$ cat config.mk
export PLATFORM = sky130hd
export DESIGN_NAME = ccpt_top
export DESIGN_NICKNAME = d
export VERILOG_FILES = /design/src/shared/ccpt_pkg.sv /design/src/logic/ccpt_channel.sv /design/src/logic/ccpt_top.sv
export SDC_FILE = /design/constraint.sdc
export NUM_CORES = 1
export LEC_CHECK = 0
export ABC_AREA = 1
export BUFFER_PORTS_ARGS = -buffer_cell sky130_fd_sc_hd__clkbuf_2
export CAP_MARGIN = 20
export CORE_MARGIN = 5
export CORE_UTILIZATION = 55
export DETAILED_ROUTE_END_ITERATION = 7
export GPL_TIMING_DRIVEN = 0
export PLACE_DENSITY = 0.75
export SETUP_SLACK_MARGIN = 0.02
export SYNTH_ARGS = -nofsm -noshare
export SYNTH_HDL_FRONTEND = slang
export SYNTH_SLANG_ARGS = --single-unit
export TNS_END_PERCENT = 10
$ cat constraint.sdc
create_clock -name ref_clk_i -period 2.1 [get_ports ref_clk_i]
set_clock_uncertainty 0.05 [all_clocks]
set_input_delay 0.63 -clock ref_clk_i [delete_from_list [all_inputs] [get_ports ref_clk_i]]
set_output_delay 0.63 -clock ref_clk_i [all_outputs]
set_load 0.005 [all_outputs]
$ cat src/shared/ccpt_pkg.sv
// Shared constants for the capture/compare block and its period timer.
package ccpt_pkg;
  localparam int CH_N = 2;
  localparam int ADDR_W = 12;
  localparam int DATA_W = 32;
  localparam int IDX_W = 8;
  localparam int IDX_LSB = 2;
  localparam int CNT_W = 16;
  // Register indices; the byte address is four times the index.
  localparam logic [7:0] IDX_PORT_DATA = 8'h07;
  localparam logic [7:0] IDX_FLAGS1 = 8'h0c;
  localparam logic [7:0] IDX_FLAGS2 = 8'h0d;
  localparam logic [7:0] IDX_CNT_L = 8'h0e;
  localparam logic [7:0] IDX_CNT_H = 8'h0f;
  localparam logic [7:0] IDX_PCOUNT = 8'h11;
  localparam logic [7:0] IDX_PCTRL = 8'h12;
  localparam logic [7:0] IDX_V1L = 8'h15;
  localparam logic [7:0] IDX_V1H = 8'h16;
  localparam logic [7:0] IDX_C1 = 8'h17;
  localparam logic [7:0] IDX_V2L = 8'h1b;
  localparam logic [7:0] IDX_V2H = 8'h1c;
  localparam logic [7:0] IDX_C2 = 8'h1d;
  localparam logic [7:0] IDX_PORT_DIR = 8'h87;
  localparam logic [7:0] IDX_ENA1 = 8'h8c;
  localparam logic [7:0] IDX_ENA2 = 8'h8d;
  localparam logic [7:0] IDX_LIMIT = 8'h92;
  // Reset values.
  localparam logic [7:0] LIMIT_RST = 8'hff;
  localparam logic [7:0] DIR_RST = 8'hff;
  // Field positions.
  localparam int PS_LSB = 3;
  localparam int PS_MSB = 6;
  localparam int RUN_BIT = 2;
  localparam int CKPS_LSB = 0;
  localparam int CKPS_MSB = 1;
  localparam int PCTRL_W = 7;
  localparam int MODE_LSB = 0;
  localparam int MODE_MSB = 3;
  localparam int DUTY_LSB = 4;
  localparam int DUTY_MSB = 5;
  localparam int CTRL_W = 6;
  localparam int FLG_CH1 = 2;
  localparam int FLG_TMR = 1;
  localparam int FLG_CH2 = 0;
  localparam int PIN_CH1 = 2;
  localparam int PIN_CH2 = 1;
  // Channel modes and mode groups (upper two mode bits).
  localparam logic [3:0] MODE_OFF = 4'h0;
  localparam logic [3:0] CAP_FALL = 4'h4;
  localparam logic [3:0] CAP_4TH = 4'h6;
  localparam logic [3:0] CAP_16TH = 4'h7;
  localparam logic [3:0] CMP_SET = 4'h8;
  localparam logic [3:0] CMP_CLR = 4'h9;
  localparam logic [3:0] CMP_TRIG = 4'hb;
  localparam logic [1:0] GRP_CAP = 2'b01;
  localparam logic [1:0] GRP_CMP = 2'b10;
  localparam logic [1:0] GRP_PWM = 2'b11;
  // Prescale select codes, then prescale and capture counts held as the count minus one.
  localparam logic [1:0] CKPS_DIV1 = 2'b00;
  localparam logic [1:0] CKPS_DIV4 = 2'b01;
  localparam logic [3:0] PRE_DIV1_M1 = 4'h0;
  localparam logic [3:0] PRE_DIV4_M1 = 4'h3;
  localparam logic [3:0] PRE_DIV16_M1 = 4'hf;
  localparam logic [3:0] CAP_EACH_M1 = 4'h0;
  localparam logic [3:0] CAP_4TH_M1 = 4'h3;
  localparam logic [3:0] CAP_16TH_M1 = 4'hf;
endpackage : ccpt_pkg

$ cat src/logic/ccpt_channel.sv
// One capture/compare/PWM channel working against shared time bases.
`timescale 1ns/1ps
`default_nettype none
module ccpt_channel (
  // Clock and reset.
  input wire logic ref_clk_i,
  input wire logic sys_rst_i,
  // Configuration.
  input wire logic [3:0] mode_i,
  input wire logic [9:0] duty_i,
  input wire logic [ccpt_pkg::CNT_W-1:0] value_i,
  // Time bases and event source.
  input wire logic [ccpt_pkg::CNT_W-1:0] count_i,
  input wire logic evt_lvl_i,
  input wire logic pwm_start_i,
  input wire logic [9:0] pwm_pos_i,
  // Results.
  output logic capture_o,
  output logic match_o,
  output logic trig_o,
  output logic out_o
);
  import ccpt_pkg::*;

  logic lvl_prev_reg;
  logic match_prev_reg;
  logic out_reg;
  logic out_next;
  logic [3:0] cap_cnt_reg;
  logic [3:0] cap_cnt_next;
  logic [9:0] duty_reg;

  wire is_cap = (mode_i[3:2] == GRP_CAP);
  wire is_cmp = (mode_i[3:2] == GRP_CMP);
  wire is_pwm = (mode_i[3:2] == GRP_PWM);
  wire rise = evt_lvl_i & ~lvl_prev_reg;
  wire fall = ~evt_lvl_i & lvl_prev_reg;
  wire edge_sel = (mode_i == CAP_FALL) ? fall : rise;
  wire [3:0] cap_need = (mode_i == CAP_4TH) ? CAP_4TH_M1 :
    (mode_i == CAP_16TH) ? CAP_16TH_M1 : CAP_EACH_M1;
  wire cap_hit = is_cap & edge_sel & (cap_cnt_reg == cap_need);
  // Matching is edge based so a stopped counter cannot flag twice.
  wire cmp_hit = is_cmp & (count_i == value_i) & ~match_prev_reg;

  assign capture_o = cap_hit;
  assign match_o = cmp_hit;
  assign trig_o = cmp_hit & (mode_i == CMP_TRIG);
  assign out_o = out_reg;

  always_comb
  begin
    cap_cnt_next = cap_cnt_reg;
    if (!is_cap)
      cap_cnt_next = '0;
    else if (edge_sel)
      cap_cnt_next = cap_hit ? '0 : cap_cnt_reg + 4'h1;
  end

  always_comb
  begin
    out_next = out_reg;
    if (mode_i == MODE_OFF)
      out_next = 1'b0;
    else if (cmp_hit && mode_i == CMP_SET)
      out_next = 1'b1;
    else if (cmp_hit && mode_i == CMP_CLR)
      out_next = 1'b0;
    else if (is_pwm && pwm_start_i)
      out_next = (duty_i != '0);
    else if (is_pwm && pwm_pos_i >= duty_reg)
      out_next = 1'b0;
  end

  always_ff @(posedge ref_clk_i)
  begin
    if (sys_rst_i)
    begin
      lvl_prev_reg <= 1'b0;
      match_prev_reg <= 1'b0;
      out_reg <= 1'b0;
      cap_cnt_reg <= '0;
      duty_reg <= '0;
    end
    else
    begin
      lvl_prev_reg <= evt_lvl_i;
      match_prev_reg <= is_cmp & (count_i == value_i);
      out_reg <= out_next;
      cap_cnt_reg <= cap_cnt_next;
      if (pwm_start_i)
        duty_reg <= duty_i;
    end
  end
endmodule : ccpt_channel
`default_nettype wire

$ cat src/logic/ccpt_top.sv
// Two capture/compare/PWM channels, shared counter and period timer.
//
// Contract
// - Pre-postscaler period match feeds serial port clock.
// - Postscale field bits 6-3 divides value+1.
// - Control register top bit reads zero.
// - Each channel has one 16-bit multipurpose register.
// - Channel register split into low, high bytes.
// - Channel one trigger clears shared counter.
// - Channel two trigger clears counter, starts conversion.
// - Capture/compare use shared counter; PWM period timer.
// - Both PWMs share period, rising edges aligned.
// - Control bits 5-4 are PWM duty LSBs.
// - Mode 0000 disables and resets the channel.
// - Capture modes: fall, rise, 4th, 16th rise.
// - Compare 1000 sets, 1001 clears pin, flags.
// - Compare 1010 only flags, pin unchanged.
// - Compare 1011 flags and emits special trigger.
// - Capture copies shared counter into channel register.
// - Capture sets channel flag; software clears it.
// - Newer capture overwrites unread older value.
// - Driven pin toggled by port write captures.
// - Period timer wraps to zero after limit.
// - Postscaler completion sets period timer flag.
// - Count/control writes clear prescaler and postscaler.
//
// Local design decision: the APB slave port.
`timescale 1ns/1ps
`default_nettype none
module ccpt_top (
  // Clock and reset.
  input wire logic ref_clk_i,
  input wire logic sys_rst_i,
  // APB slave.
  input wire logic [ccpt_pkg::ADDR_W-1:0] paddr_i,
  input wire logic psel_i,
  input wire logic penable_i,
  input wire logic pwrite_i,
  input wire logic [ccpt_pkg::DATA_W-1:0] pwdata_i,
  output logic [ccpt_pkg::DATA_W-1:0] prdata_o,
  output logic pready_o,
  output logic pslverr_o,
  // Channel pins, bit 0 is channel one.
  input wire logic [ccpt_pkg::CH_N-1:0] ch_pin_i,
  output logic [ccpt_pkg::CH_N-1:0] ch_pin_o,
  output logic [ccpt_pkg::CH_N-1:0] ch_pin_oe_n_o,
  // Neighbouring peripherals.
  input wire logic adc_enable_i,
  output logic adc_start_o,
  output logic serial_clk_tick_o
);
  import ccpt_pkg::*;

  // ----------------------------------------------------------------
  // Bus decode
  // ----------------------------------------------------------------
  logic [DATA_W-1:0] prdata_reg;
  logic pready_reg;
  logic pslverr_reg;
  logic [7:0] rd_byte;
  logic rd_hit;

  wire [IDX_W-1:0] idx = paddr_i[IDX_LSB+IDX_W-1:IDX_LSB];
  wire addr_ok = (paddr_i[ADDR_W-1:IDX_LSB+IDX_W] == '0) &&
    (paddr_i[IDX_LSB-1:0] == '0);
  wire setup = psel_i & ~penable_i & ~pready_reg;
  wire wr = psel_i & penable_i & pready_reg & pwrite_i & ~pslverr_reg;
  wire [7:0] wd = pwdata_i[7:0];
  wire wr_flags1 = wr & (idx == IDX_FLAGS1);
  wire wr_flags2 = wr & (idx == IDX_FLAGS2);
  wire wr_cnt_l = wr & (idx == IDX_CNT_L);
  wire wr_cnt_h = wr & (idx == IDX_CNT_H);
  wire wr_pcount = wr & (idx == IDX_PCOUNT);
  wire wr_pctrl = wr & (idx == IDX_PCTRL);
  wire wr_limit = wr & (idx == IDX_LIMIT);
  wire wr_ena1 = wr & (idx == IDX_ENA1);
  wire wr_ena2 = wr & (idx == IDX_ENA2);
  wire wr_pdata = wr & (idx == IDX_PORT_DATA);
  wire wr_pdir = wr & (idx == IDX_PORT_DIR);

  // ----------------------------------------------------------------
  // Software registers
  // ----------------------------------------------------------------
  logic ch1_flag_reg;
  logic ch2_flag_reg;
  logic tmr_flag_reg;
  logic [7:0] ena1_reg;
  logic ena2_reg;
  logic [7:0] port_data_reg;
  logic [7:0] port_dir_reg;
  logic [7:0] pcount_reg;
  logic [PCTRL_W-1:0] pctrl_reg;
  logic [7:0] limit_reg;
  logic [3:0] pre_cnt_reg;
  logic [3:0] post_cnt_reg;
  logic [CNT_W-1:0] shared_cnt_reg;
  logic [CH_N-1:0] pin_reg;
  logic [CH_N-1:0] oe_n_reg;
  logic adc_start_reg;
  logic serial_tick_reg;

  wire [CH_N-1:0] cap_bus;
  wire [CH_N-1:0] hit_bus;
  wire [CH_N-1:0] trg_bus;
  wire [CH_N-1:0] pin_next;
  wire [CH_N*CNT_W-1:0] val_bus;
  wire [CH_N*CTRL_W-1:0] ctl_bus;

  // ----------------------------------------------------------------
  // Period timer
  // ----------------------------------------------------------------
  wire run = pctrl_reg[RUN_BIT];
  wire [1:0] ckps = pctrl_reg[CKPS_MSB:CKPS_LSB];
  wire [3:0] ps_field = pctrl_reg[PS_MSB:PS_LSB];
  wire [3:0] pre_m1 = (ckps == CKPS_DIV1) ? PRE_DIV1_M1 :
    (ckps == CKPS_DIV4) ? PRE_DIV4_M1 : PRE_DIV16_M1;
  wire pre_tick = run & (pre_cnt_reg == pre_m1);
  wire ptmr_match = pre_tick & (pcount_reg == limit_reg);
  wire post_done = ptmr_match & (post_cnt_reg == ps_field);
  wire scaler_clr = wr_pcount | wr_pctrl;
  wire [9:0] pwm_pos = {pcount_reg, pre_cnt_reg[1:0]};

  always_ff @(posedge ref_clk_i)
  begin
    if (sys_rst_i)
    begin
      pcount_reg <= '0;
      pre_cnt_reg <= '0;
      post_cnt_reg <= '0;
    end
    else
    begin
      if (wr_pcount)
        pcount_reg <= wd;
      else if (ptmr_match)
        pcount_reg <= '0;
      else if (pre_tick)
        pcount_reg <= pcount_reg + 8'h01;
      if (scaler_clr || pre_tick)
        pre_cnt_reg <= '0;
      else if (run)
        pre_cnt_reg <= pre_cnt_reg + 4'h1;
      if (scaler_clr || post_done)
        post_cnt_reg <= '0;
      else if (ptmr_match)
        post_cnt_reg <= post_cnt_reg + 4'h1;
    end
  end

  // ----------------------------------------------------------------
  // Shared 16-bit counter
  // ----------------------------------------------------------------
  // A bus write beats a special event trigger in the same cycle.
  always_ff @(posedge ref_clk_i)
  begin
    if (sys_rst_i)
      shared_cnt_reg <= '0;
    else if (wr_cnt_l)
      shared_cnt_reg <= {shared_cnt_reg[CNT_W-1:8], wd};
    else if (wr_cnt_h)
      shared_cnt_reg <= {wd, shared_cnt_reg[7:0]};
    else if (|trg_bus)
      shared_cnt_reg <= '0;
    else
      shared_cnt_reg <= shared_cnt_reg + 16'h0001;
  end

  // ----------------------------------------------------------------
  // Channels
  // ----------------------------------------------------------------
  genvar g;
  for (g = 0; g < CH_N; g++)
  begin : g_ch
    localparam logic [7:0] IL = (g == 0) ? IDX_V1L : IDX_V2L;
    localparam logic [7:0] IH = (g == 0) ? IDX_V1H : IDX_V2H;
    localparam logic [7:0] IC = (g == 0) ? IDX_C1 : IDX_C2;
    localparam int PB = (g == 0) ? PIN_CH1 : PIN_CH2;
    logic sync1_reg;
    logic sync2_reg;
    logic [CNT_W-1:0] val_reg;
    logic [CTRL_W-1:0] ctl_reg;
    logic dout;
    wire [3:0] mode = ctl_reg[MODE_MSB:MODE_LSB];
    wire [9:0] duty = {val_reg[7:0], ctl_reg[DUTY_MSB:DUTY_LSB]};
    // With the pin driven, the channel sees its own output level.
    wire src = port_dir_reg[PB] ? sync2_reg : pin_reg[g];
    wire own = (mode == CMP_SET) || (mode == CMP_CLR) ||
      (mode[3:2] == GRP_PWM);

    always_ff @(posedge ref_clk_i)
    begin
      if (sys_rst_i)
      begin
        sync1_reg <= 1'b0;
        sync2_reg <= 1'b0;
      end
      else
      begin
        sync1_reg <= ch_pin_i[g];
        sync2_reg <= sync1_reg;
      end
    end

    always_ff @(posedge ref_clk_i)
    begin
      if (sys_rst_i)
      begin
        val_reg <= '0;
        ctl_reg <= '0;
      end
      else
      begin
        if (cap_bus[g])
          val_reg <= shared_cnt_reg;
        else if (wr && idx == IL)
          val_reg <= {val_reg[CNT_W-1:8], wd};
        else if (wr && idx == IH)
          val_reg <= {wd, val_reg[7:0]};
        if (wr && idx == IC)
          ctl_reg <= wd[CTRL_W-1:0];
      end
    end

    // Capture and compare use the shared counter, PWM the period timer.
    ccpt_channel u_ch (
      .ref_clk_i(ref_clk_i),
      .sys_rst_i(sys_rst_i),
      .mode_i(mode),
      .duty_i(duty),
      .value_i(val_reg),
      .count_i(shared_cnt_reg),
      .evt_lvl_i(src),
      .pwm_start_i(ptmr_match),
      .pwm_pos_i(pwm_pos),
      .capture_o(cap_bus[g]),
      .match_o(hit_bus[g]),
      .trig_o(trg_bus[g]),
      .out_o(dout)
    );

    assign pin_next[g] = own ? dout : port_data_reg[PB];
    assign val_bus[g*CNT_W +: CNT_W] = val_reg;
    assign ctl_bus[g*CTRL_W +: CTRL_W] = ctl_reg;
  end

  // ----------------------------------------------------------------
  // Flags, enables, port and outputs
  // ----------------------------------------------------------------
  // Hardware sets win over a software clear in the same cycle.
  wire ch1_set = cap_bus[0] | hit_bus[0];
  wire ch2_set = cap_bus[1] | hit_bus[1];

  always_ff @(posedge ref_clk_i)
  begin
    if (sys_rst_i)
    begin
      ch1_flag_reg <= 1'b0;
      ch2_flag_reg <= 1'b0;
      tmr_flag_reg <= 1'b0;
      ena1_reg <= '0;
      ena2_reg <= 1'b0;
      port_data_reg <= '0;
      port_dir_reg <= DIR_RST;
      pctrl_reg <= '0;
      limit_reg <= LIMIT_RST;
    end
    else
    begin
      ch1_flag_reg <= (wr_flags1 ? wd[FLG_CH1] : ch1_flag_reg) | ch1_set;
      tmr_flag_reg <= (wr_flags1 ? wd[FLG_TMR] : tmr_flag_reg) | post_done;
      ch2_flag_reg <= (wr_flags2 ? wd[FLG_CH2] : ch2_flag_reg) | ch2_set;
      if (wr_ena1)
        ena1_reg <= wd;
      if (wr_ena2)
        ena2_reg <= wd[FLG_CH2];
      if (wr_pdata)
        port_data_reg <= wd;
      if (wr_pdir)
        port_dir_reg <= wd;
      if (wr_pctrl)
        pctrl_reg <= wd[PCTRL_W-1:0];
      if (wr_limit)
        limit_reg <= wd;
    end
  end

  always_ff @(posedge ref_clk_i)
  begin
    if (sys_rst_i)
    begin
      pin_reg <= '0;
      oe_n_reg <= '1;
      adc_start_reg <= 1'b0;
      serial_tick_reg <= 1'b0;
    end
    else
    begin
      pin_reg <= pin_next;
      oe_n_reg <= {port_dir_reg[PIN_CH2], port_dir_reg[PIN_CH1]};
      adc_start_reg <= trg_bus[1] & adc_enable_i;
      serial_tick_reg <= ptmr_match;
    end
  end

  // ----------------------------------------------------------------
  // Read path
  // ----------------------------------------------------------------
  always_comb
  begin
    rd_byte = '0;
    rd_hit = addr_ok;
    case (idx)
      IDX_FLAGS1:
      begin
        rd_byte[FLG_CH1] = ch1_flag_reg;
        rd_byte[FLG_TMR] = tmr_flag_reg;
      end
      IDX_FLAGS2: rd_byte[FLG_CH2] = ch2_flag_reg;
      IDX_CNT_L: rd_byte = shared_cnt_reg[7:0];
      IDX_CNT_H: rd_byte = shared_cnt_reg[CNT_W-1:8];
      IDX_PCOUNT: rd_byte = pcount_reg;
      IDX_PCTRL: rd_byte = {1'b0, pctrl_reg};
      IDX_V1L: rd_byte = val_bus[7:0];
      IDX_V1H: rd_byte = val_bus[CNT_W-1:8];
      IDX_C1: rd_byte = {2'b00, ctl_bus[CTRL_W-1:0]};
      IDX_V2L: rd_byte = val_bus[CNT_W+7:CNT_W];
      IDX_V2H: rd_byte = val_bus[2*CNT_W-1:CNT_W+8];
      IDX_C2: rd_byte = {2'b00, ctl_bus[2*CTRL_W-1:CTRL_W]};
      IDX_PORT_DATA: rd_byte = port_data_reg;
      IDX_PORT_DIR: rd_byte = port_dir_reg;
      IDX_ENA1: rd_byte = ena1_reg;
      IDX_ENA2: rd_byte[FLG_CH2] = ena2_reg;
      IDX_LIMIT: rd_byte = limit_reg;
      default: rd_hit = 1'b0;
    endcase
  end

  // Read data is sampled in the setup cycle and held for the access.
  always_ff @(posedge ref_clk_i)
  begin
    if (sys_rst_i)
    begin
      prdata_reg <= '0;
      pready_reg <= 1'b0;
      pslverr_reg <= 1'b0;
    end
    else
    begin
      pready_reg <= setup;
      if (setup)
      begin
        prdata_reg <= (rd_hit && !pwrite_i) ? {24'h00_0000, rd_byte} : '0;
        pslverr_reg <= ~rd_hit;
      end
      else if (pready_reg)
        pslverr_reg <= 1'b0;
    end
  end

  assign prdata_o = prdata_reg;
  assign pready_o = pready_reg;
  assign pslverr_o = pslverr_reg;
  assign ch_pin_o = pin_reg;
  assign ch_pin_oe_n_o = oe_n_reg;
  assign adc_start_o = adc_start_reg;
  assign serial_clk_tick_o = serial_tick_reg;
endmodule : ccpt_top
`default_nettype wire

Word-level counts from Yosys, hierarchy flattened
Index checks and enable logic that the tools add are counted.

Bits in registers: 197. Input bits: 52. Output and inout port bits: 40. Word-level logic and storage cells: 240.

$add $sub $neg: 6. Order comparisons: 2. Equality and inequality tests: 46. Multiplexer cells: 44. Bitwise gates (word level): 53. Reduce and logical (&&, ||, !) cells: 48.

Operators with widths (number): 2-to-1 mux 16 bit (8); one-hot mux 5 bit (14 select lines) (1); == test 8 x 5 -> 1 bit (second input constant) (8); 2-to-1 mux 8 bit (5); AND 1 bit (35); == test 16 bit (2); == test 8 x 4 -> 1 bit (second input constant) (4); == test 8 bit (second input constant) (4); 2-to-1 mux 4 bit (8); one-hot mux 2 bit (15 select lines) (1); == test 4 x 3 -> 1 bit (second input constant) (6); == test 4 bit (second input constant) (6); greater-or-equal comparator 10 bit (2); 2-to-1 mux 1 bit (20); nonzero test 10 bit (2); OR reduction 17 bit (1); adder 16 x 1 -> 16 bit (second input constant) (1); adder 4 x 1 -> 4 bit (second input constant) (4); == test 4 bit (4); logical AND 1 bit (16); one-hot mux 1 bit (16 select lines) (1); OR reduction 2 bit (7); inverter 1 bit (12); nonzero test 2 bit (5); 15 further kinds (36).

Depth between registers and ports, before layout
Gate-level depths: netlist of run 1.

Word-level depth: 10. Depth in mapped cells: 15. Mapped depth without buffers: 15.

Modules after synthesis
A second synthesis of run 1 with hierarchy kept.

Cells, all modules: 1607. Area total of the unflattened synthesis: 10328.7 sq um.

By module, submodules not included: ccpt_top (times used 1, cells each 1103, area an instance 7368.3 sq um, seq. area each 2782.7 sq um); ccpt_channel (times used 2, cells each 252, area an instance 1480.2 sq um, seq. area each 340.3 sq um).

Worst setup path before layout of run 1
OpenSTA, ideal clock, no wires.

Kind: input to register. Start point: input port paddr_i[2] (netlist bit). End point: register g_ch[0].val_reg[14]. Library setup time: 0.110 ns. Data arrival time: 1.785 ns. Data required time: 1.940 ns. Slack: 0.155 ns. Cell stages on the path: 11. Path buffers: 2. Cells stage by stage: buf_4 -> nand2_1 -> nor2_2 -> nand2_1 -> nor2_2 -> nor2_4 -> buf_4 -> nand3_1 -> nand3_1 -> nand2_1 -> inv_1.

Cells in the longest elaborated chain, start to end: 4. Elaborated cells between the ends (all ways): 7. Classes of those cells: eq/ne (3); reduce/logical (4).

RTL lines: from (decl) (line ccpt_top.sv:35) `input wire logic [ccpt_pkg::ADDR_W-1:0] paddr_i,`; == test 8 x 5 -> 1 bit, on equally long branches (line ccpt_top.sv:215, ccpt_top.sv:217); logical AND 1 bit, on equally long branches (line ccpt_top.sv:215, ccpt_top.sv:217); != test 2 x 1 -> 1 bit (no line) or nonzero test 2 bit (tied branches); AND reduction 2 bit (no line) *; to (signal assigned) (line ccpt_top.sv:214) `val_reg <= shared_cnt_reg;`; to (signal assigned) (line ccpt_top.sv:216) `val_reg <= {val_reg[CNT_W-1:8], wd};`; to (signal assigned) (line ccpt_top.sv:218) `val_reg <= {wd, val_reg[7:0]};`; to (decl) (line ccpt_top.sv:180) `logic [CNT_W-1:0] val_reg;`.

Mark *: on every way between the ends. The rest lies on a longest branch, timed or not. A chain may end at the register's enable or synchronous reset.

Worst setup path in the final report of run 1
Start point: input port pwdata_i[4] (netlist bit). End point: register shared_cnt_reg[12].

Cells in the longest elaborated chain, start to end: 1.

RTL lines: from (decl) (line ccpt_top.sv:39) `input wire logic [ccpt_pkg::DATA_W-1:0] pwdata_i,`; 2-to-1 mux 16 bit (line ccpt_top.sv:160) `else if (wr_cnt_h)`; to (signal assigned) (line ccpt_top.sv:159) `shared_cnt_reg <= {shared_cnt_reg[CNT_W-1:8], wd};`; to (signal assigned) (line ccpt_top.sv:161) `shared_cnt_reg <= {wd, shared_cnt_reg[7:0]};`; to (signal assigned) (line ccpt_top.sv:165) `shared_cnt_reg <= shared_cnt_reg + 16'h0001;`; to (decl) (line ccpt_top.sv:96) `logic [CNT_W-1:0] shared_cnt_reg;`.

No other way between the ends. The select of a mux whose other input is x is not followed.

==> results of run 1 <==
-- layer usage --
metal  up-vias  wire length (um)
li1       5433                 -
met1      5244             16000
met2       776             17500
met3       198              4810
met4         0              2540
met5         -                 0
-- synth_stat cells --
cell	instances	area share, %
nand2_1	395	14
inv_1	208	7.5
dfxtp_1	173	33
nor2_1	160	5.8
o21ai_0	125	6.0
a21oi_1	120	5.8
nand3_1	103	5.0
buf_4	29	2.1
clkbuf_1	28	1.0
nand4_1	28	1.7
ha_1	26	3.1
o22ai_1	22	1.3
inv_2	20	0.72
xor2_1	19	1.6
a31oi_1	18	1.1
o211ai_1	16	1.2
nor2_2	15	0.91
buf_2	14	0.68
nor3_1	14	0.68
o21ai_1	13	0.63
nor4_1	11	0.66
nand2_2	9	0.54
nor2_4	8	0.87
xnor2_1	6	0.51
a211oi_1	5	0.36
buf_1	4	0.14
nand3_2	4	0.39
o21a_1	4	0.29
clkbuf_2	3	0.14
nor3_2	3	0.29
o31ai_1	3	0.22
or2_2	3	0.18
clkinv_1	2	0.072
nand3b_1	2	0.14
nor3b_1	2	0.14
o21bai_1	2	0.14
and2_1	1	0.060
conb_1	1	0.036
nand3_4	1	0.17
or3_1	1	0.060
-- worst max path at each step --
stage          cells after the start   startpoint  slack [ns]                   to
2_1_floorplan                     11   paddr_i[2]        0.15  g_ch[0].val_reg[14]
3_3_place_gp                       6    sys_rst_i       -0.65          ch_pin_o[0]
3_5_place_dp                       6    sys_rst_i       -0.63    shared_cnt_reg[4]
4_1_cts                           16   paddr_i[2]      -0.008          prdata_o[3]
5_1_grt                           13   paddr_i[5]       -0.05          prdata_o[2]
6_report                           5  pwdata_i[4]        0.02   shared_cnt_reg[12]
-- cells by family after synthesis --
| logic type | after synthesis |
|---|---|
| simple gates | 760 |
| flops | 173 |
| xor+xnor | 25 |
| fa+ha+maj | 26 |
| compound gates | 328 |
| buf+inv | 308 |
| other cells | 1 |
-- cell type report --
| type | count | area (um^2) | area share [%] |
|---|---|---|---|
| Buffer | 76 | 480 | 3.97 |
| Clock buffer | 19 | 433 | 3.58 |
| Clock inverter | 12 | 139 | 1.15 |
| Inverter | 230 | 893 | 7.39 |
| Multi-Input combinational cell | 1164 | 5930 | 49.0 |
| Sequential cell | 173 | 3500 | 29.0 |
| Tap cell | 234 | 293 | 2.42 |
| Timing Repair Buffer | 66 | 418 | 3.46 |
-- worst max-delay path, stage by stage --
cell      delay [ns]
clkbuf_1        0.77
inv_1           0.54
o22ai_1         0.24
inv_1           0.06
a21oi_1         0.13
-- power breakdown --
part / total, mW / switching (mW) / internal (mW)
Sequential: 3.30 / 0.0142 / 3.29
Combinational: 0.458 / 0.335 / 0.123
Clock: 3.20 / 1.44 / 1.76
-- layout by cell type, fill, tap and decap left out, types with 22 or more instances in the layout --
cell type and instances:
a21oi_1 118, buf_4 52, clkbuf_1 24, clkbuf_2 45, conb_1 24, dfxtp_1 151
ha_1 26, inv_1 198, nand2_1 382, nand3_1 101, nand4_1 28, nor2_1 151
o21ai_0 117, o22ai_1 22
-- timing repair --
action	CTS	global route
cloned	0	1
setup endpoints to repair	79	112
pin swaps	2	22
buffers inserted	3	22
gates resized for setup	36	99
-- metrics by stage --
stage / setup WS, ns / area, um^2 / cells
detailed placement: -0.626 / 11000 / 1919
global placement: -0.645 / 11000 / 1919
floorplan: 0.155 / 10500 / 1644
finish: 0.0201 / 12100 / 1974
global route: -0.0497 / 12100 / 1974
CTS: -0.00774 / 11600 / 1951
==> results.md, run 1 <==
| Parameter | Value | Unit |
|:---|:---|:---|
| Root Buffer Master | clkbuf_16 | - |
| Max rail drop VDD | 0.000564 | V |
| Slew margin rel. | 28.0 | % |
| Max FFs per register | 32 | - |
| Fin. Hold Viols | 0 | - |
| Met3 GRT Util | 9.38 | % |
| Count of nets left with antenna violations after detail routing | 0 | - |
| Count of maximum capacitance violations | 0 | - |
| Placer congestion estimate | 1.04 | - |
| Post-Syn Instances | 1,621 | - |
| Total power divided by cell area | 575 | nW/um^2 |
| Initial antenna violation count | 1 | - |
| Portion of the post-synthesis area used by sequential elements | 33.4 | % |
| Half-perimeter wire length after detailed placement | 30,400 | um |
| DRC errors left | 0 | - |
| Later-pin clock latency in the skew report | 0.44 | ns |
| Vias per cell | 5.90 | - |
| Row cnt | 50 | - |
| Die footprint | 21,700 | um^2 |
| Pins over their slew limit | 0 | - |
| Final critical-path required period | 2.08 | ns |
| Number of levels the H-tree was split into | 4 | - |
| Worst slew pin tran | 1.08 | ns |
| Achievable Freq | 0.481 | GHz |
| Hold Startpoint | ch_pin_i[1] | - |
| Startpoint Class | input pin | - |
| Layout cells sized above 1 | 15.8 | % |
| Synth Area in Simple Gates | 31.9 | % |
| Area growth from synthesis to layout | 16.6 | % |
| Grt ovf | 0 | - |
| First-pass GRT wire length | 60,700 | um |
| Period utilisation layout | 99.0 | % |
| CP endpoint kind | flop | - |
| Met2 routing resource usage after global routing | 56.3 | % |
| Number of inserted filler cells in the final layout | 1,806 | - |
| Hold Slack | 0.325 | ns |
| Mean post-synth cell area | 6.39 | um^2 |
| First-pass iteration count of the detailed router | 7 | - |
| XOR/XNOR share of the synthesized area | 2.11 | % |
| Post-synthesis mux area share | 0 | % |
| Yosys reg bits | 173 | - |
| Clock slew seen by the registers of the worst setup and hold paths | 0.07 | ns |
| Vias in the first global route | 10,500 | - |
| Maximum fanout along the worst path | 9 | - |
| Endpoint of the worst hold path | g_ch[1].sync1_reg | - |
| Setup slack of the worst register-to-register path | 0.04 | ns |
| Routed WL | 40,900 | um |
| Number of buffers inserted during clock tree synthesis | 17 | - |
| Status | completed | - |
| Die Wd | 147 | um |
| Combined area of all synthesized cells | 10,400 | um^2 |
| Dominant combinational cell family by area after synthesis | simple AND/OR/NAND/NOR gates | - |
| P_leak | 5.29 | nW |
| TritonCTS clock tree | built | - |
| Ports | 92 | - |
| Setup CP Type | input pin to flop | - |
| Buffer depth of the longest clock path | 2 | - |
| Critical Path AT | 2.38 | ns |
| Cells on Worst Hold Path | 3 | - |
| Effective utilization at floorplan | 55.6 | % |
| RSZ-0062 raised after global routing | yes | - |
| Global router's overall resource usage | 36.6 | % |
| Compound-gate portion of the synthesized area | 17.0 | % |
| Clock tree sinks | 173 | - |
| Largest net degree at the start of global routing | 17 | - |
| Class of the tightest hold or removal check | input pin to flop | - |
| Power Total | 6.95 | mW |
| Unique cell type count in the Yosys netlist | 40 | - |
| Startpoint of the worst-slack reg-to-reg timing path | pcount_reg[3] | - |
| Final core utilization | 64.8 | % |
| Count of endpoints failing setup in the final report | 0 | - |
| Port Buffer Count | 41 | - |
| Final routed wire length divided by cell count | 20.7 | um |
| Most heavily used metal layer in global routing | met2 | - |
| Endpoint of the worst-slack reg-to-reg timing path | post_cnt_reg[3] | - |
| Hold-fix buffer count after cts | 0 | - |
| Met1 track demand over resource | 47.7 | % |
| Diodes inserted | 0 | - |
| Cell count of the worst reg-to-reg path | 9 | - |
| Final-layout setup total negative slack | 0 | ns |
| Synth Area in Adders | 3.14 | % |
| Y dimension of the die | 147 | um |
| DRC violation total after the first TritonRoute iteration | 1,396 | - |
| Total number of yosys warnings | 0 | - |
| Worst endpoint required time | 2.40 | ns |
| Nets@finish | 1,806 | - |
| Core box area | 18,600 | um^2 |
| Vias post-DR | 11,700 | - |
Note: power is estimated with default switching activity, not from simulation.
==> run 2, diff against run 1 <==
--- a/config.mk
+++ b/config.mk
@@ -5,7 +5,6 @@
 export SDC_FILE = /design/constraint.sdc
 export NUM_CORES = 1
 export LEC_CHECK = 0
-export ABC_AREA = 1
 export BUFFER_PORTS_ARGS = -buffer_cell sky130_fd_sc_hd__clkbuf_2
 export CAP_MARGIN = 20
 export CORE_MARGIN = 5
==> results.md, run 2 <==
| Parameter | Value | Unit | Change |
|:---|:---|:---|:---|
| Critical Path AT | 2.59 | ns | was 2.38 ns |
| Port Buffer Count | 41 | - | unchanged |
| Class of the tightest hold or removal check | input pin to flop | - | unchanged |
| Max rail drop VDD | 0.000516 | V | was 0.000564 V |
| Final critical-path required period | 2.30 | ns | was 2.08 ns |
| Count of flip-flops with a built-in enable after synthesis | 0 | - | unchanged |
| Final critical-path setup slack | -0.195 | ns | was 0.0201 ns |
| Mean post-synth cell area | 8.35 | um^2 | was 6.39 um^2 |
| Most common library cells after synthesis | 173 x dfxtp_1, 160 x nor2_1, 114 x mux2i_1 | - | was 395 x nand2_1, 208 x inv_1, 173 x dfxtp_1 |
| Worst slew pin tran | 1.02 | ns | was 1.08 ns |
| Half-perimeter wire length after detailed placement | 24,800 | um | was 30,400 um |
| Status | complete, but fails checks | - | was completed |
| Combined area of all synthesized cells | 9860 | um^2 | was 10,400 um^2 |
| Fin. Hold Viols | 0 | - | unchanged |
| Post-Syn Instances | 1,180 | - | was 1,621 |
| Area growth from synthesis to layout | 24.1 | % | was 16.6% |
| Row cnt | 49 | - | was 50 |
| Synth Area in Adders | 3.30 | % | was 3.14% |
| Nets@finish | 1,358 | - | was 1,806 |
| DRC violation total after the first TritonRoute iteration | 1,124 | - | was 1,396 |
| DRC errors left | 0 | - | unchanged |
| Count of endpoints failing setup in the final report | 45 | - | was 0 |
| Synth Flop Type | dfxtp_1 | - | unchanged |
| Psw | 1.75 | mW | was 1.79 mW |
| Routed WL | 36,100 | um | was 40,900 um |
| P_leak | 4.84 | nW | was 5.29 nW |
| Cell count of the worst reg-to-reg path | 7 | - | was 9 |
| Final routed wire length divided by cell count | 23.7 | um | was 20.7 um |
| Effective utilization at floorplan | 55.4 | % | was 55.6% |
| Diodes inserted | 0 | - | unchanged |
| Setup CP Type | input pin to flop | - | unchanged |
| Cell-by-cell trace of the critical path | clkbuf_16, buf_12, buf_4, nor3_1, and2_1, a22oi_1, o22ai_1, nor2_1, a221oi_1 | - | was clkbuf_1, inv_1, o22ai_1, inv_1, a21oi_1 |
| First-pass iteration count of the detailed router | 7 | - | unchanged |
| Met1 track demand over resource | 44.2 | % | was 47.7% |
| Worst path top cell family by delay | simple AND/OR/NAND/NOR gates | - | was buffers and inverters |
| XOR/XNOR share of the synthesized area | 6.04 | % | was 2.11% |
| Dominant combinational cell family by area after synthesis | simple AND/OR/NAND/NOR gates | - | unchanged |
| Power share of the sequential group | 44.9 | % | was 47.5% |
| Layout cells sized above 1 | 24.3 | % | was 15.8% |
| Critical path buffer and inverter count | 3 | - | unchanged |
| Internal power component | 5.56 | mW | was 5.17 mW |
| Failing checks | negative setup slack | - |  |
| First-pass GRT wire length | 53,100 | um | was 60,700 um |
| Switching power share of the total | 23.9 | % | was 25.7% |
| Grt ovf | 0 | - | unchanged |
| Clock network fraction of total power | 47.7 | % | was 46.0% |
| Count of maximum capacitance violations | 0 | - | unchanged |
| Fraction of synthesized cell area taken by the top area cell type | 35.1 | % | was 33.4% |
| Buffer depth of the longest clock path | 2 | - | unchanged |
| Cells on Worst Hold Path | 2 | - | was 3 |
| Total power divided by cell area | 598 | nW/um^2 | was 575 nW/um^2 |
| Final cell area excluding filler cells | 12,200 | um^2 | was 12,100 um^2 |
| Leading cell type in the layout, fill and taps excluded | nor2_1 | - | was nand2_1 |
| Root Buffer Master | clkbuf_16 | - | unchanged |
| Die footprint | 20,700 | um^2 | was 21,700 um^2 |
| Vias in the first global route | 9,037 | - | was 10,500 |
| CP endpoint kind | flop | - | unchanged |
| Main area contributors after synthesis | dfxtp_1 35%, mux2i_1 12%, nor2_1 6.1%, nand2_1 4.0%, xor2_1 3.4% | - | was dfxtp_1 33%, nand2_1 14%, inv_1 7.5%, o21ai_0 6.0%, a21oi_1 5.8% |
| Ports | 92 | - | unchanged |
| Unique cell type count in the Yosys netlist | 68 | - | was 40 |
| Count of nets left with antenna violations after detail routing | 0 | - | unchanged |
| Y dimension of the die | 144 | um | was 147 um |
| Total number of yosys warnings | 0 | - | unchanged |
| Async set-reset flop share out of synthesis | 0 | % | unchanged |
| Hold-fix buffer count after cts | 0 | - | unchanged |
| Logic depth of the worst setup path including buffers | 9 | - | was 5 |
| Number of buffers inserted during clock tree synthesis | 17 | - | unchanged |
| Worst endpoint required time | 2.39 | ns | was 2.40 ns |
| Later-pin clock latency in the skew report | 0.44 | ns | about the same |
| Leading cell types in the layout, fill and taps excluded | 150 x nor2_1, 139 x dfxtp_1, 105 x mux2i_1, 103 x nand2_1, 65 x buf_4 | - | was 382 x nand2_1, 198 x inv_1, 151 x nor2_1, 151 x dfxtp_1, 118 x a21oi_1 |
| Vias post-DR | 9,818 | - | was 11,700 |
| Number of levels the H-tree was split into | 4 | - | unchanged |
| Slew margin rel. | 32.0 | % | was 28.0% |
| CP peak stage delay | 0.51 | ns | was 0.77 ns |
| Post-synthesis mux area share | 11.7 | % | was 0% |
| Clock tree sinks | 173 | - | unchanged |
| Fraction of power consumed by combinational cells | 7.5 | % | was 6.6% |
| TritonCTS clock tree | built | - | unchanged |
| Slowest CP cell | nor3_1 | - | was clkbuf_1 |
| Portion of the post-synthesis area used by sequential elements | 35.1 | % | was 33.4% |
| Achievable Freq | 0.436 | GHz | was 0.481 GHz |
| Post-placement cell area | 10,500 | um^2 | was 11,000 um^2 |
| Most heavily used metal layer in global routing | met2 | - | unchanged |
| Yosys reg bits | 173 | - | unchanged |
| Vias per cell | 6.45 | - | was 5.90 |
| Clock slew seen by the registers of the worst setup and hold paths | 0.07 | ns | about the same |
| RSZ-0062 raised after global routing | yes | - | unchanged |
| Post-route insts no fill | 1,522 | - | was 1,974 |
| Global router's overall resource usage | 33.8 | % | was 36.6% |
| Maximum fanout along the worst path | 4 | - | was 9 |
| Synth Area in Simple Gates | 22.5 | % | was 31.9% |
| Met2 routing resource usage after global routing | 51.0 | % | was 56.3% |
| Compound-gate portion of the synthesized area | 14.2 | % | was 17.0% |
| Startpoint Class | input pin | - | unchanged |
| Die Wd | 144 | um | was 147 um |
| Met3 GRT Util | 8.72 | % | was 9.38% |
| Pins over their slew limit | 0 | - | unchanged |
| Cell type with the highest aggregate area in the netlist | dfxtp_1 | - | unchanged |
| Initial antenna violation count | 1 | - | unchanged |
| Largest net degree at the start of global routing | 17 | - | unchanged |
| Post-Place Cells | 1,474 | - | was 1,919 |
| Core box area | 17,800 | um^2 | was 18,600 um^2 |
| Max FFs per register | 32 | - | unchanged |
| Most numerous cell in the Yosys netlist | dfxtp_1 | - | was nand2_1 |
| Period utilisation layout | 109 | % | was 99.0% |
| Placer congestion estimate | 1.06 | - | was 1.04 |
==> run 2: cell types whose count changed in the layout (fill, tap and decap cells not counted), sizes merged, moves of 39 or more <==
cell | before | now
nand2 | 404 | 105
inv | 226 | 31
mux2i | 0 | 114
o21ai | 138 | 27
nand3 | 108 | 20
a21oi | 120 | 33
a211oi | 5 | 44
==> run 2: per-stage QoR <==
stage	hold WS (ns)	total power [mW]	setup TNS, ns	utilization, %	setup WS [ns]
finish	0.350	7.32	-2.60	68.8	-0.195
global route	0.355	7.47	-5.19	68.8	-0.155
CTS	0.347	7.26	-2.23	66.4	-0.130
detailed placement	0.379	3.81	-114.52	58.9	-1.04
global placement	0.366	3.80	-116.52	58.8	-1.01
floorplan	0.364	3.63	-28.72	-	-0.383
==> run 2: worst paths after layout <==
path                                   startpoint            endpoint  slack [ns]
worst max-delay path                   paddr_i[8]         prdata_o[5]       -0.20
worst min-delay path                  ch_pin_i[1]   g_ch[1].sync1_reg        0.35
worst max register to register  shared_cnt_reg[2]  g_ch[1].u_ch.out_o       -0.09
worst min register to register  g_ch[1].sync1_reg   g_ch[1].sync2_reg        0.39
==> run 2: logic make-up after synthesis <==
kind of cell / after synthesis
simple gates: 447
flops: 173
mux: 115
compound gates: 203
fa+ha+maj: 26
buf+inv: 147
xor+xnor: 68
other cells: 1
==> run 2: repair_timing <==
action,in CTS,in global routing
resized for setup,161,109
setup endpoints to repair,162,150
gates cloned,3,1
pin swaps,28,43
setup buffers,28,11
==> run 2: worst reg2reg max path, cell delays in order, from the launching register on <==
cell and delay, ns:
dfxtp_1 0.33, buf_4 0.18, xor2_1 0.16, nor4_2 0.44, nand2_1 0.16, or4_4 0.47, o21ai_2 0.16, a221oi_2 0.08
==> run 2: area by class of cell <==
class                   instances  area [um^2]
multi-input cells             883         6380
fillers                      1364         5550
flip-flops and latches        173         3550
plain buffers                  91          639
repair buffers                 85          629
clock buffers                  24          482
well taps                     229          287
clock inverters                 8          154
inverters                      29          109
==> run 2: power by group through the flow <==
| stage | Sequential (mW) | Clock (mW) | Combinational [mW] |
|---|---|---|---|
| floorplan | 3.37 | 0 | 0.261 |
| global placement | 3.37 | 0 | 0.431 |
| detailed placement | 3.37 | 0 | 0.433 |
| CTS | 3.29 | 3.47 | 0.502 |
| global route | 3.28 | 3.62 | 0.565 |
| finish | 3.28 | 3.49 | 0.546 |
==> run 2: layer usage <==
metal	share of wire, %	up-vias
li1	-	4358
met1	39	4656
met2	43	645
met3	11	159
met4	6.3	0
met5	0	-
